--- src/verilog/abd_consts.svh ---
// constants of the auto-baud rate detector: offsets, fields, resets, divisors
// Contract
// - receive line times the counter over 55h
// - enable starts; receiver held idle meanwhile
// - count from first rise after start bit
// - fifth rise: keep count, clear enable, flag
// - receive data read clears receive flag
// - both divisor bytes form one 16-bit counter
// - counter runs at one eighth base rate
// - speed bits pick /512, /128 or /32
// - counter starts at one; software subtracts one
// - with wake enabled, measure character after break
// - overflow sets flag, counting continues to edge five
// - overflow flag stays while enable still set
// - divisor write resets the running baud timer
`ifndef ABD_CONSTS_SVH
`define ABD_CONSTS_SVH

// register byte offsets
`define ABD_OFS_CTRL 8'h00
`define ABD_OFS_DIV_LO 8'h04
`define ABD_OFS_DIV_HI 8'h08
`define ABD_OFS_RX_DATA 8'h0c
`define ABD_OFS_IRQ_STS 8'h10
`define ABD_OFS_IRQ_MSK 8'h14

// control register field positions
`define ABD_CTRL_EN 0
`define ABD_CTRL_WAKE 1
`define ABD_CTRL_WIDE 2
`define ABD_CTRL_HSPD 3
`define ABD_CTRL_RIF 5
`define ABD_CTRL_IDLE 6
`define ABD_CTRL_OVF 7

// interrupt status bit positions
`define ABD_IRQ_DONE 0
`define ABD_IRQ_OVF 1
`define ABD_IRQ_WAKE 2

// reset values
`define ABD_RST_DIV 16'h0000
`define ABD_RST_IRQ 3'h0
`define ABD_RST_LINE 1'b1

// auto-baud counter clock divisors, system clock cycles per tick
`define ABD_DIV_SLOW 10'h200
`define ABD_DIV_MID 10'h080
`define ABD_DIV_FAST 10'h020
// base clock is the auto-baud clock times eight
`define ABD_BASE_SHIFT 3

// counter start value and the rise that ends the measurement
`define ABD_CNT_START 16'h0001
`define ABD_LAST_RISE 3'h5

`endif

--- src/verilog/abd_pkg.sv ---
// types shared by the auto-baud rate detector
`default_nettype none
package abd_pkg;

  // measurement sequencer, gray along idle, start, count
  typedef enum logic [2:0] {
    ABD_ST_IDLE = 3'h0,
    ABD_ST_START = 3'h1,
    ABD_ST_COUNT = 3'h3,
    ABD_ST_WAKE = 3'h4,
    ABD_ST_BRK_END = 3'h5
  } abd_state_t;

  // software control fields
  typedef struct packed {
    logic high_speed_select;
    logic wide_divisor_select;
    logic wake_on_break_enable;
    logic auto_baud_enable;
  } abd_ctrl_t;

  // captured ahb address phase
  typedef struct packed {
    logic [7:0] addr;
    logic write;
    logic valid;
  } abd_aphase_t;

endpackage : abd_pkg
`default_nettype wire

--- src/verilog/abd_rx_sync.sv ---
// receive line synchroniser with agreement filter and edge pulses
`include "abd_consts.svh"
`default_nettype none
module abd_rx_sync (
  // clock and reset
  input wire logic clk_sys_i,
  input wire logic rst_n_i,
  // asynchronous line
  input wire logic line_i,
  // filtered level and edges
  output logic level_o,
  output logic rise_o,
  output logic fall_o
);

  logic s1_r; // first stage, read only by s2
  logic s2_r;
  logic s3_r;
  logic level_r; // level once s2 and s3 agree
  logic agree;

  // change only counts when the last two stages match
  assign agree = (s2_r == s3_r);

  // three-stage chain, idle line is high
  always_ff @(posedge clk_sys_i) begin
    if (!rst_n_i) begin
      s1_r <= `ABD_RST_LINE;
      s2_r <= `ABD_RST_LINE;
      s3_r <= `ABD_RST_LINE;
      level_r <= `ABD_RST_LINE;
    end else begin
      s1_r <= line_i;
      s2_r <= s1_r;
      s3_r <= s2_r;
      if (agree) begin
        level_r <= s3_r;
      end
    end
  end

  // edges are a change of the filtered level
  assign level_o = level_r;
  assign rise_o = agree && s3_r && !level_r;
  assign fall_o = agree && !s3_r && level_r;

endmodule : abd_rx_sync
`default_nettype wire

--- src/verilog/abd_presc.sv ---
// prescaler giving auto-baud ticks and base-clock ticks
`include "abd_consts.svh"
`default_nettype none
module abd_presc #(
  parameter int W = 10
) (
  // clock and reset
  input wire logic clk_sys_i,
  input wire logic rst_n_i,
  // restart phase
  input wire logic clr_i,
  // speed bits {wide, high}
  input wire logic [1:0] sel_i,
  // tick pulses
  output logic abd_tick_o,
  output logic base_tick_o
);

  logic [W-1:0] cnt_r;
  logic [W-1:0] cnt_nxt;
  logic [W-1:0] div; // auto-baud divisor
  logic [W-1:0] base_mask; // base period minus one

  // both clear slow, one set mid, both set fast
  assign div = (sel_i == 2'b00) ? W'(`ABD_DIV_SLOW) :
               (sel_i == 2'b11) ? W'(`ABD_DIV_FAST) : W'(`ABD_DIV_MID);
  // base clock is eight times faster than the auto-baud clock
  assign base_mask = (div >> `ABD_BASE_SHIFT) - W'(1);
  assign abd_tick_o = (cnt_r == div - W'(1));
  assign base_tick_o = ((cnt_r & base_mask) == base_mask);
  assign cnt_nxt = abd_tick_o ? '0 : cnt_r + W'(1);

  // free counter, cleared to align the first tick with a start event
  always_ff @(posedge clk_sys_i) begin
    if (!rst_n_i || clr_i) begin
      cnt_r <= '0;
    end else begin
      cnt_r <= cnt_nxt;
    end
  end

endmodule : abd_presc
`default_nettype wire

--- src/verilog/abd_detector.sv ---
// auto-baud rate detector with ahb-lite registers and baud timer
`include "abd_consts.svh"
`default_nettype none
module abd_detector (
  // clock and reset
  input wire logic clk_sys_i,
  input wire logic rst_n_i,
  // ahb-lite slave
  input wire logic hsel_i,
  input wire logic [31:0] haddr_i,
  input wire logic [1:0] htrans_i,
  input wire logic hwrite_i,
  input wire logic [2:0] hsize_i,
  input wire logic [31:0] hwdata_i,
  input wire logic hready_i,
  output logic [31:0] hrdata_o,
  output logic hreadyout_o,
  output logic hresp_o,
  // serial line
  input wire logic receive_line_i,
  // normal receiver of the port
  input wire logic rx_idle_i,
  output logic rx_hold_idle_o,
  output logic baud_tick_o,
  output logic [15:0] divisor_o,
  // interrupt
  output logic irq_o
);

  // ---------------- state ----------------
  abd_pkg::abd_ctrl_t ctrl_r; // software control bits
  abd_pkg::abd_state_t state_r;
  abd_pkg::abd_state_t state_nxt;
  abd_pkg::abd_aphase_t aph_r; // pending data phase
  logic [15:0] div_r; // divisor pair, also the measuring counter
  logic [15:0] div_nxt;
  logic [2:0] rise_cnt_r; // rises seen in this measurement
  logic [2:0] rise_cnt_nxt;
  logic ovf_r; // auto_baud_overflow_flag
  logic ovf_nxt;
  logic rif_r; // receive_interrupt_flag
  logic rif_nxt;
  logic [2:0] irq_sts_r;
  logic [2:0] irq_msk_r;
  logic [15:0] btmr_r; // running baud timer
  logic [15:0] btmr_nxt;
  logic [31:0] rdata_r;
  logic [31:0] rdata_nxt;

  // ---------------- line and prescaler ----------------
  logic line_lvl;
  logic line_rise;
  logic line_fall;
  logic abd_tick;
  logic base_tick;
  logic presc_clr;

  abd_rx_sync u_sync (
    .clk_sys_i(clk_sys_i),
    .rst_n_i(rst_n_i),
    .line_i(receive_line_i),
    .level_o(line_lvl),
    .rise_o(line_rise),
    .fall_o(line_fall)
  );

  abd_presc #(
    .W(10)
  ) u_presc (
    .clk_sys_i(clk_sys_i),
    .rst_n_i(rst_n_i),
    .clr_i(presc_clr),
    .sel_i({ctrl_r.wide_divisor_select, ctrl_r.high_speed_select}),
    .abd_tick_o(abd_tick),
    .base_tick_o(base_tick)
  );

  // ---------------- bus decode ----------------
  logic aph_take; // address phase accepted
  logic wr_en;
  logic wr_ctrl;
  logic wr_dlo;
  logic wr_dhi;
  logic wr_ists;
  logic wr_imsk;
  logic rd_rxd; // read of receive data register
  logic [7:0] aofs;

  // zero-wait slave, always okay
  assign hreadyout_o = 1'b1;
  assign hresp_o = 1'b0;
  assign aofs = haddr_i[7:0];
  assign aph_take = hsel_i && hready_i && htrans_i[1];
  assign wr_en = aph_r.valid && aph_r.write;
  assign wr_ctrl = wr_en && (aph_r.addr == `ABD_OFS_CTRL);
  assign wr_dlo = wr_en && (aph_r.addr == `ABD_OFS_DIV_LO);
  assign wr_dhi = wr_en && (aph_r.addr == `ABD_OFS_DIV_HI);
  assign wr_ists = wr_en && (aph_r.addr == `ABD_OFS_IRQ_STS);
  assign wr_imsk = wr_en && (aph_r.addr == `ABD_OFS_IRQ_MSK);
  // side effect taken at the address phase, so the read data stays coherent
  assign rd_rxd = aph_take && !hwrite_i && (aofs == `ABD_OFS_RX_DATA);

  // ---------------- sequencer events ----------------
  logic measuring;
  logic first_rise;
  logic fifth_rise;
  logic done_ev;
  logic ovf_ev;
  logic wake_ev;
  logic brk_end_ev;
  logic sw_abort;

  assign measuring = (state_r == abd_pkg::ABD_ST_COUNT);
  assign first_rise = (state_r == abd_pkg::ABD_ST_START) && line_rise && !line_lvl;
  assign fifth_rise = measuring && line_rise
                      && (rise_cnt_r == `ABD_LAST_RISE - 3'h1);
  assign done_ev = fifth_rise;
  // wrap of the full 16-bit pair, before the fifth rise
  assign ovf_ev = measuring && abd_tick && !fifth_rise && (div_r == 16'hffff);
  assign wake_ev = (state_r == abd_pkg::ABD_ST_WAKE) && line_fall;
  assign brk_end_ev = (state_r == abd_pkg::ABD_ST_BRK_END) && line_rise;
  assign sw_abort = (state_r != abd_pkg::ABD_ST_IDLE) && !ctrl_r.auto_baud_enable;
  // restart prescaler phase when counting begins
  assign presc_clr = first_rise;

  // next state of the measurement sequencer
  always_comb begin
    state_nxt = state_r;
    case (state_r)
      abd_pkg::ABD_ST_IDLE: begin
        if (ctrl_r.auto_baud_enable) begin
          // wake enabled: skip the break, measure the next character
          state_nxt = ctrl_r.wake_on_break_enable ? abd_pkg::ABD_ST_WAKE
                                                  : abd_pkg::ABD_ST_START;
        end
      end
      abd_pkg::ABD_ST_WAKE: begin
        if (wake_ev) begin
          state_nxt = abd_pkg::ABD_ST_BRK_END;
        end
      end
      abd_pkg::ABD_ST_BRK_END: begin
        if (brk_end_ev) begin
          state_nxt = abd_pkg::ABD_ST_START;
        end
      end
      abd_pkg::ABD_ST_START: begin
        // start bit low, then its first rise opens the count
        if (first_rise) begin
          state_nxt = abd_pkg::ABD_ST_COUNT;
        end
      end
      abd_pkg::ABD_ST_COUNT: begin
        if (done_ev) begin
          state_nxt = abd_pkg::ABD_ST_IDLE;
        end
      end
      default: begin
        state_nxt = abd_pkg::ABD_ST_IDLE;
      end
    endcase
    if (sw_abort) begin
      state_nxt = abd_pkg::ABD_ST_IDLE;
    end
  end

  // divisor pair: software bytes, or one 16-bit counter while measuring
  always_comb begin
    div_nxt = div_r;
    rise_cnt_nxt = rise_cnt_r;
    if (first_rise) begin
      div_nxt = `ABD_CNT_START;
      rise_cnt_nxt = 3'h1;
    end else if (measuring) begin
      if (line_rise) begin
        rise_cnt_nxt = rise_cnt_r + 3'h1;
      end
      // fifth rise freezes the count, the sum of eight bit times
      if (abd_tick && !fifth_rise) begin
        div_nxt = div_r + 16'h0001;
      end
    end else begin
      // software may only rewrite the pair outside a measurement
      if (wr_dlo) begin
        div_nxt[7:0] = hwdata_i[7:0];
      end
      if (wr_dhi) begin
        div_nxt[15:8] = hwdata_i[7:0];
      end
    end
  end

  // overflow flag: set wins; a clear only counts once enable is off
  always_comb begin
    ovf_nxt = ovf_r;
    if (wr_ctrl && !hwdata_i[`ABD_CTRL_OVF] && !ctrl_r.auto_baud_enable) begin
      ovf_nxt = 1'b0;
    end
    if (ovf_ev) begin
      ovf_nxt = 1'b1;
    end
  end

  // receive flag: set by completion or wake, cleared by data read
  always_comb begin
    rif_nxt = rif_r;
    if (rd_rxd) begin
      rif_nxt = 1'b0;
    end
    if (done_ev || wake_ev) begin
      rif_nxt = 1'b1;
    end
  end

  // control bits and sequencer registers
  always_ff @(posedge clk_sys_i) begin
    if (!rst_n_i) begin
      ctrl_r <= '0;
      state_r <= abd_pkg::ABD_ST_IDLE;
      rise_cnt_r <= 3'h0;
      div_r <= `ABD_RST_DIV;
      ovf_r <= 1'b0;
      rif_r <= 1'b0;
    end else begin
      state_r <= state_nxt;
      rise_cnt_r <= rise_cnt_nxt;
      div_r <= div_nxt;
      ovf_r <= ovf_nxt;
      rif_r <= rif_nxt;
      if (wr_ctrl) begin
        ctrl_r <= hwdata_i[3:0];
      end
      // hardware clears win over a same-cycle software write
      if (done_ev) begin
        ctrl_r.auto_baud_enable <= 1'b0;
      end
      if (brk_end_ev) begin
        ctrl_r.wake_on_break_enable <= 1'b0;
      end
    end
  end

  // ---------------- baud timer ----------------
  logic [15:0] eff_div; // 8-bit mode uses the low byte only
  logic btmr_zero;

  assign eff_div = ctrl_r.wide_divisor_select ? div_r : {8'h00, div_r[7:0]};
  assign btmr_zero = (btmr_r == 16'h0000);

  // reload on zero, restart on any divisor write
  always_comb begin
    btmr_nxt = btmr_r;
    if (wr_dlo || wr_dhi || ctrl_r.auto_baud_enable) begin
      btmr_nxt = 16'h0000;
    end else if (base_tick) begin
      btmr_nxt = btmr_zero ? eff_div : btmr_r - 16'h0001;
    end
  end

  // timer and its tick output
  always_ff @(posedge clk_sys_i) begin
    if (!rst_n_i) begin
      btmr_r <= 16'h0000;
      baud_tick_o <= 1'b0;
    end else begin
      btmr_r <= btmr_nxt;
      baud_tick_o <= base_tick && btmr_zero && !ctrl_r.auto_baud_enable
                     && !wr_dlo && !wr_dhi;
    end
  end

  // ---------------- interrupts ----------------
  logic [2:0] irq_ev;
  logic [2:0] irq_sts_nxt;

  assign irq_ev = {wake_ev, ovf_ev, done_ev};
  // write-one-to-clear, an event in the same cycle wins
  assign irq_sts_nxt = (irq_sts_r & ~(wr_ists ? hwdata_i[2:0] : 3'h0)) | irq_ev;

  // status and mask
  always_ff @(posedge clk_sys_i) begin
    if (!rst_n_i) begin
      irq_sts_r <= `ABD_RST_IRQ;
      irq_msk_r <= `ABD_RST_IRQ;
      irq_o <= 1'b0;
    end else begin
      irq_sts_r <= irq_sts_nxt;
      irq_o <= |(irq_sts_nxt & (wr_imsk ? hwdata_i[2:0] : irq_msk_r));
      if (wr_imsk) begin
        irq_msk_r <= hwdata_i[2:0];
      end
    end
  end

  // ---------------- read path ----------------
  logic idle_sts; // receiver_idle_status
  logic [31:0] ctrl_rd;

  // the receiver is held idle for the whole sequence
  assign rx_hold_idle_o = ctrl_r.auto_baud_enable;
  assign idle_sts = ctrl_r.auto_baud_enable ? 1'b1 : rx_idle_i;
  assign ctrl_rd = {24'h000000, ovf_r, idle_sts, rif_r, 1'b0, ctrl_r};
  assign divisor_o = div_r;

  // read mux, unmapped offsets read zero
  always_comb begin
    rdata_nxt = 32'h00000000;
    case (aofs)
      `ABD_OFS_CTRL: rdata_nxt = ctrl_rd;
      `ABD_OFS_DIV_LO: rdata_nxt = {24'h000000, div_r[7:0]};
      `ABD_OFS_DIV_HI: rdata_nxt = {24'h000000, div_r[15:8]};
      `ABD_OFS_IRQ_STS: rdata_nxt = {29'h00000000, irq_sts_r};
      `ABD_OFS_IRQ_MSK: rdata_nxt = {29'h00000000, irq_msk_r};
      default: rdata_nxt = 32'h00000000; // receive data reads as zero
    endcase
  end

  // address phase capture and registered read data
  always_ff @(posedge clk_sys_i) begin
    if (!rst_n_i) begin
      aph_r <= '0;
      rdata_r <= 32'h00000000;
    end else begin
      if (hready_i) begin
        aph_r <= '{addr: aofs, write: hwrite_i, valid: aph_take};
      end
      if (aph_take && !hwrite_i) begin
        rdata_r <= rdata_nxt;
      end
    end
  end

  assign hrdata_o = rdata_r;

endmodule : abd_detector
`default_nettype wire

--- config.mk ---
export PLATFORM = sky130hd
export DESIGN_NAME = abd_detector
export DESIGN_NICKNAME = d
export VERILOG_FILES = /design/src/verilog/abd_pkg.sv /design/src/verilog/abd_rx_sync.sv /design/src/verilog/abd_presc.sv /design/src/verilog/abd_detector.sv
export VERILOG_INCLUDE_DIRS = /design/src /design/src/verilog
export SDC_FILE = /design/constraint.sdc
export NUM_CORES = 1
export LEC_CHECK = 0
export ABC_AREA = 1
export BUFFER_PORTS_ARGS = -buffer_cell sky130_fd_sc_hd__buf_2
export CORE_MARGIN = 3
export CORE_UTILIZATION = 40
export DETAILED_ROUTE_END_ITERATION = 8
export GPL_ROUTABILITY_DRIVEN = 0
export GPL_TIMING_DRIVEN = 0
export PLACE_DENSITY = 0.61
export SLEW_MARGIN = 30
export SYNTH_ARGS = -nofsm -noshare
export SYNTH_HDL_FRONTEND = slang
export SYNTH_SLANG_ARGS = --single-unit
--- constraint.sdc ---
create_clock -name clk_sys_i -period 1.85 [get_ports clk_sys_i]
set_input_delay 0 -clock clk_sys_i [delete_from_list [all_inputs] [get_ports clk_sys_i]]
set_output_delay 0 -clock clk_sys_i [all_outputs]
set_load 0.03 [all_outputs]
### Word-level counts from Yosys, hierarchy flattened

Index checks and enable logic that the tools add are counted.

| operators by class | value |
|---|---|
| eq/ne operators | 26 |
| add/sub/neg operators | 6 |
| reduce and logical (&&, ||, !) cells | 70 |
| mux-type cells | 27 |
| bitwise gates (word level) | 6 |

Operator list:

| cell | count |
|---|---|
| 16-bit two-way mux | 4 |
| 8-bit case mux with 5 select lines | 1 |
| 8-bit by 5-bit equality test with 1-bit output, second input constant | 4 |
| 1-bit logical AND | 31 |
| 8-bit by 4-bit equality test with 1-bit output, second input constant | 3 |
| 3-bit two-way mux | 8 |
| 8-bit two-way mux | 3 |
| 10-bit equality test | 2 |
| 16-bit by 1-bit adder with 16-bit output, second input constant | 1 |
| 16-bit equality test, second input constant | 1 |
| 8-bit by 3-bit equality test with 1-bit output, second input constant | 2 |
| 16-bit logical NOT | 1 |
| 8-bit logical NOT | 2 |
| 16-bit by 1-bit subtractor with 16-bit output, second input constant | 1 |
| 3-bit case mux with 5 select lines | 1 |
| 2-bit nonzero test | 6 |
| 2-bit OR reduction | 6 |
| 10-bit by 1-bit adder with 10-bit output, second input constant | 1 |
| 10-bit AND | 1 |
| 10-bit two-way mux | 1 |
| 2-bit AND reduction | 5 |
| 10-bit by 1-bit subtractor with 10-bit output, second input constant | 1 |
| 3-bit equality test, second input constant | 3 |
| 1-bit logical NOT | 9 |
| 20 further kinds | 37 |

| word-level totals | value |
|---|---|
| register bits | 108 |

### Depth between registers and ports, before layout

| depth | value |
|---|---|
| depth after elaboration | 11 |
| mapped depth | 12 |
| gate-level depth less buffers | 11 |

### Modules after synthesis

Synthesis repeated with hierarchy kept, for this count alone.

| unflattened totals | value |
|---|---|
| cell total of the unflattened synthesis | 843 |
| area, all modules | 5,306.3 µm² |

Modules (own cells, without submodules):

| module | cells an instance | seq. area each (µm²) | instances | area an instance (µm²) |
|---|---|---|---|---|
| abd_detector | 747 | 1,401.3 | 1 | 4,570.6 |
| abd_presc | 75 | 200.2 | 1 | 568.0 |
| abd_rx_sync | 21 | 80.1 | 1 | 167.7 |

### Worst setup path after synthesis

OpenSTA, ideal clock, no wires.

| timing path | value |
|---|---|
| path type | reg-to-reg |
| start point | register div_r[0] (netlist: divisor_o[0]) |
| end point | register div_r[14] (netlist: divisor_o[14]) |
| setup time | 114 ps |
| path slack | 152 ps |
| data arrival time | 1,584 ps |
| cell stages (with the launch flop) | 11 |
| data required time | 1,736 ps |
| cell sequence | dfxtp_1 ha_1 nand4_1 nor2_1 nand3_1 nand2_1 nand2_1 nand2_1 nand2_1 nor2_1 nor2_1 |

| on the way | value |
|---|---|
| longest elaborated chain between the ends | 3 |

Ends and longest elaborated chain:

| what | RTL line | source |
|---|---|---|
| from (decl) | abd_detector.sv:35 | `logic [15:0] div_r;` |
| from (signal assigned) | abd_detector.sv:221 | `` div_r <= `ABD_RST_DIV; `` |
| from (signal assigned) | abd_detector.sv:227 | `div_r <= div_nxt;` |
| 16-bit by 1-bit adder with 16-bit output | abd_detector.sv:180 | `div_nxt = div_r + 16'h0001;` |
| 16-bit two-way mux | abd_detector.sv:179 | `if (abd_tick && !fifth_rise) begin` |
| 16-bit two-way mux | abd_detector.sv:174 | `end else if (measuring) begin` |

Every way passes these cells. The select of a mux whose other input is x is not followed.
A chain may end at the register's enable or synchronous reset.

### Worst setup path in the final report

| timing path | value |
|---|---|
| start point | register rise_cnt_r[0] |
| end point | register div_r[7] (netlist: divisor_o[7]) |

| on the way | value |
|---|---|
| longest elaborated chain between the ends | 6 |

Ends and longest elaborated chain:

| what | RTL line | source |
|---|---|---|
| from (decl) | abd_detector.sv:37 | `logic [2:0] rise_cnt_r;` |
| from (signal assigned) | abd_detector.sv:226 | `rise_cnt_r <= rise_cnt_nxt;` |
| 3-bit equality test | abd_detector.sv:116 | `` && (rise_cnt_r == `ABD_LAST_RISE - 3'h1); `` |
| 1-bit logical AND | abd_detector.sv:115 | `assign fifth_rise = measuring && line_rise` |
| 1-bit logical NOT | abd_detector.sv:179 |  |
| 1-bit logical AND | abd_detector.sv:179 |  |
| 2-bit by 1-bit inequality test with 1-bit output (no line) | -- |  |
| 2-bit AND reduction (no line) | -- |  |

Every way passes these cells.

==> results.yml <==
pwr:
  power_frac_comb: 0.100
  netSwitchingFraction: 0.250
  ir_drop_mv: 0.511
  p_sw_mw: 1.02
  p_seq_frac: 0.455
  internal-power_mw: 3.08
  p_leak_nw: 2.90
  cellPowerDensity_nw_per_um2: 660
  p_clk_frac: 0.445
worst_setup_path:
  critPathRequiredTime_ns: 2.08
  cp.arrival_ns: 1.96
  crit_chain: "inv_1 > ha_1 > a31oi_2 > nand2_2 > o21ai_4 > buf_6 > nand2_1 > nand2_1 > nor2_1"
  timing.rr.start: "rise_cnt_r[0]$_SDFFE_PN0P_"
  ff2ff_path_depth: 9
  crit_top_cell: "nand2_1"
  slowest_delay_ns: 0.36
  crit_type: "reg -> reg"
  cp-start-kind: "register"
  r2r_slack_ns: 0.13
  cp-end-kind: "register"
  crit_slowest_cell: "a31oi_2"
  r2r-end: "divisor_o[7]$_SDFFE_PP0P_"
  cp_max_fo: 10
clock_network:
  htree_levels: 3
  clock_sinks: 84
  cts.path.max_buffers: 2
  cts-root-buf: "clkbuf_16"
  cts.clk_slew.worst_paths_ns: 0.06
  clkLatencyLatePin_ns: 0.35
  numCtsBuffers: 9
  cts_tree: "built"
timing:
  rsz0062_at_grt: "no"
  setup_violations: 0
  fmax_ghz: 0.581
  max_slew_margin: 0.619
  finalCritPeriodShare: 0.931
  setup_ws_ns: 0.128
  report.final.slew_viol_count: 0
  hold_viol_final: 0
  fin_worst_skew_ns: 0.00974
  layout_min_cycle_time_ns: 1.72
  worst_slew_pin_slew_ns: 0.572
  tns_ns: 0
final_layout:
  multi_input_area_um2: 2900
  drive_gt1_frac: 0.174
  layout.nets: 968
  regArea_um2: 1690
  fill_cells: 1243
  n_antenna_cell: 0
  final_cell_mix: "nand2_1 (185), nor2_1 (110), dfxtp_1 (81)"
  final_common_cell: "nand2_1"
  area_growth_pct: 22.8
floorplan:
  initial_utilization: 0.416
  rows: 40
  dieArea_um2: 14000
  io_pins: 129
  die_w_um: 118
  die_h_um: 118
  core_region_area_um2: 12200
global_routing:
  antenna_found_initial: 0
  grt_max_degree: 15
  grt_usage: 0.211
  grt_pass1_wl_mm: 24.0
  grt_pass1_vias: 4936
  grt-ovfl-total: 0
route:
  drtIter0Drc: 308
  vias: 5337
  avgRoutedWirePerCell_um: 14.0
  viasPerCell: 5.05
  drt-pass1-iter-count: 5
  drcViolationCount: 0
  wl_mm: 14.8
  postRouteAntennaNets: 0
synth:
  synth_cell_types: 41
  ys_seq_elements: 84
  async_flop_share: 0
  synth_edf_count: 0
  synth.avg_cell_area_um2: 6.54
  ys.flop_type: "dfxtp_1"
  syn_inst: 774
  synth_warnings: 0
  syn-cell-area_um2: 5060
  yosysSeqAreaShare: 0.332
placed_design:
  pre_cts_ws_ns: -0.196
  io_buffer_count: 50
  hpwl_mm: 11.2
min_path:
  hold_start: "hready_i"
  holdPathEnd: "aph_r[3]$_SDFFE_PN0P_"
  hp-class: "in -> reg"
  worstHoldPathCells: 3
job:
  cap_violations: 0
run_status:
  status: "finished, final reports clean"
-- per-stage QoR --
| stage | hold slack (ns) | utilization | cell area, um^2 | power (mW) | instances |
|---|---|---|---|---|---|
| after floorplan | 0.107 | - | 5150 | 2.17 | 798 |
| after global placement | 0.188 | 0.461 | 5610 | 2.26 | 1016 |
| after detailed placement | 0.190 | 0.461 | 5610 | 2.26 | 1016 |
| after CTS | 0.0548 | 0.502 | 6110 | 4.13 | 1051 |
| after global routing | 0.0980 | 0.511 | 6210 | 4.28 | 1057 |
| final | 0.0859 | 0.511 | 6210 | 4.10 | 1057 |
-- layer usage --
layer  track usage  share of wire
met3        0.0397          0.066
met2         0.348           0.46
met5             0              0
met1         0.281           0.46
met4        0.0644          0.021
-- worst max-delay path: cells and delay by family, from the launching register on --
kind / cells / cell delay (ns)
buf+inv: 2 / 0.25
fa+ha+maj: 1 / 0.24
compound gates: 2 / 0.49
simple gates: 4 / 0.28
flops: 1 / 0.35
-- cell families (layout without fill, tap and decap cells) --
logic type	count (synthesis)	in the layout	synth area share
flops	84	84	0.332
fa+ha+maj	8	8	0.0198
simple gates	417	417	0.364
other cells	2	26	0.00148
xor+xnor	15	15	0.0260
compound gates	123	123	0.136
buf+inv	125	216	0.121
-- worst max-delay path by stage --
stage | from | end | slack, ns | cells after the start
after detailed placement | divisor_o[0]$_SDFFE_PN0P_ | irq_o$_SDFF_PN0_ | -0.20 | 9
after floorplan | divisor_o[0]$_SDFFE_PN0P_ | divisor_o[14]$_SDFFE_PP0P_ | 0.15 | 10
final | rise_cnt_r[0]$_SDFFE_PN0P_ | divisor_o[7]$_SDFFE_PP0P_ | 0.13 | 9
after CTS | aph_r[8]$_SDFFE_PN0P_ | btmr_r[15]$_SDFFE_PP0N_ | 0.002 | 8
after global placement | divisor_o[0]$_SDFFE_PN0P_ | irq_o$_SDFF_PN0_ | -0.19 | 9
after global routing | rise_cnt_r[0]$_SDFFE_PN0P_ | divisor_o[3]$_SDFFE_PP0P_ | 0.005 | 9
-- flip-flops by register name (all words and copies together) (netlist names) --
register / flops
irq_msk_r: 3
u_presc.cnt_r: 10
baud_tick_o: 1
btmr_r: 16
u_sync.s3_r: 1
irq_sts_r: 3
u_sync.s1_r: 1
rise_cnt_r: 3
ctrl_r: 3
rif_r: 1
divisor_o: 16
u_sync.level_o: 1
rx_hold_idle_o: 1
ovf_r: 1
aph_r: 10
hrdata_o: 8
irq_o: 1
state_r: 3
u_sync.s2_r: 1
-- final cells by class --
class                      instances  area share
inverter                          84      0.0516
sequential                        84       0.272
tap                              168      0.0338
timing repair buffer              75      0.0801
buffer                            41      0.0469
clock inverter                     5     0.00987
clock buffer                      11      0.0391
multi-input combinational        589       0.467
-- power by group through the flow --
stage / Combinational, mW / Sequential [mW] / Clock [mW]
after floorplan: 0.264 / 1.91 / 0
after global placement: 0.353 / 1.90 / 0
after detailed placement: 0.359 / 1.91 / 0
after CTS: 0.390 / 1.86 / 1.88
after global routing: 0.452 / 1.87 / 1.96
final: 0.409 / 1.87 / 1.83
-- what timing repair did --
item | in CTS | in global routing
pin swaps | 0 | 4
setup buffers | 0 | 6
setup endpoints to repair | 7 | 32
hold buffers | 19 | 0
endpoints found under the hold margin | 17 | 0
gates resized for setup | 4 | 10
-- synthesized netlist by cell type (4+ instances only) --
master | instances | share of area
inv_1 | 76 | 0.056
nand3_1 | 65 | 0.064
a21oi_1 | 58 | 0.057
nor3_1 | 12 | 0.012
nand2_2 | 5 | 0.0062
xor2_1 | 8 | 0.014
ha_1 | 8 | 0.020
nand4_1 | 12 | 0.015
or2_2 | 5 | 0.0062
nor2_1 | 112 | 0.083
xnor2_1 | 7 | 0.012
buf_6 | 4 | 0.0089
dfxtp_1 | 84 | 0.33
nand2_1 | 185 | 0.14
o21ai_1 | 4 | 0.0040
inv_2 | 7 | 0.0052
nor2_4 | 5 | 0.011
buf_4 | 27 | 0.040
nand3_2 | 6 | 0.012
o211ai_1 | 8 | 0.012
buf_2 | 5 | 0.0049
o21ai_0 | 38 | 0.038
Power figures use the tool's default switching activity.
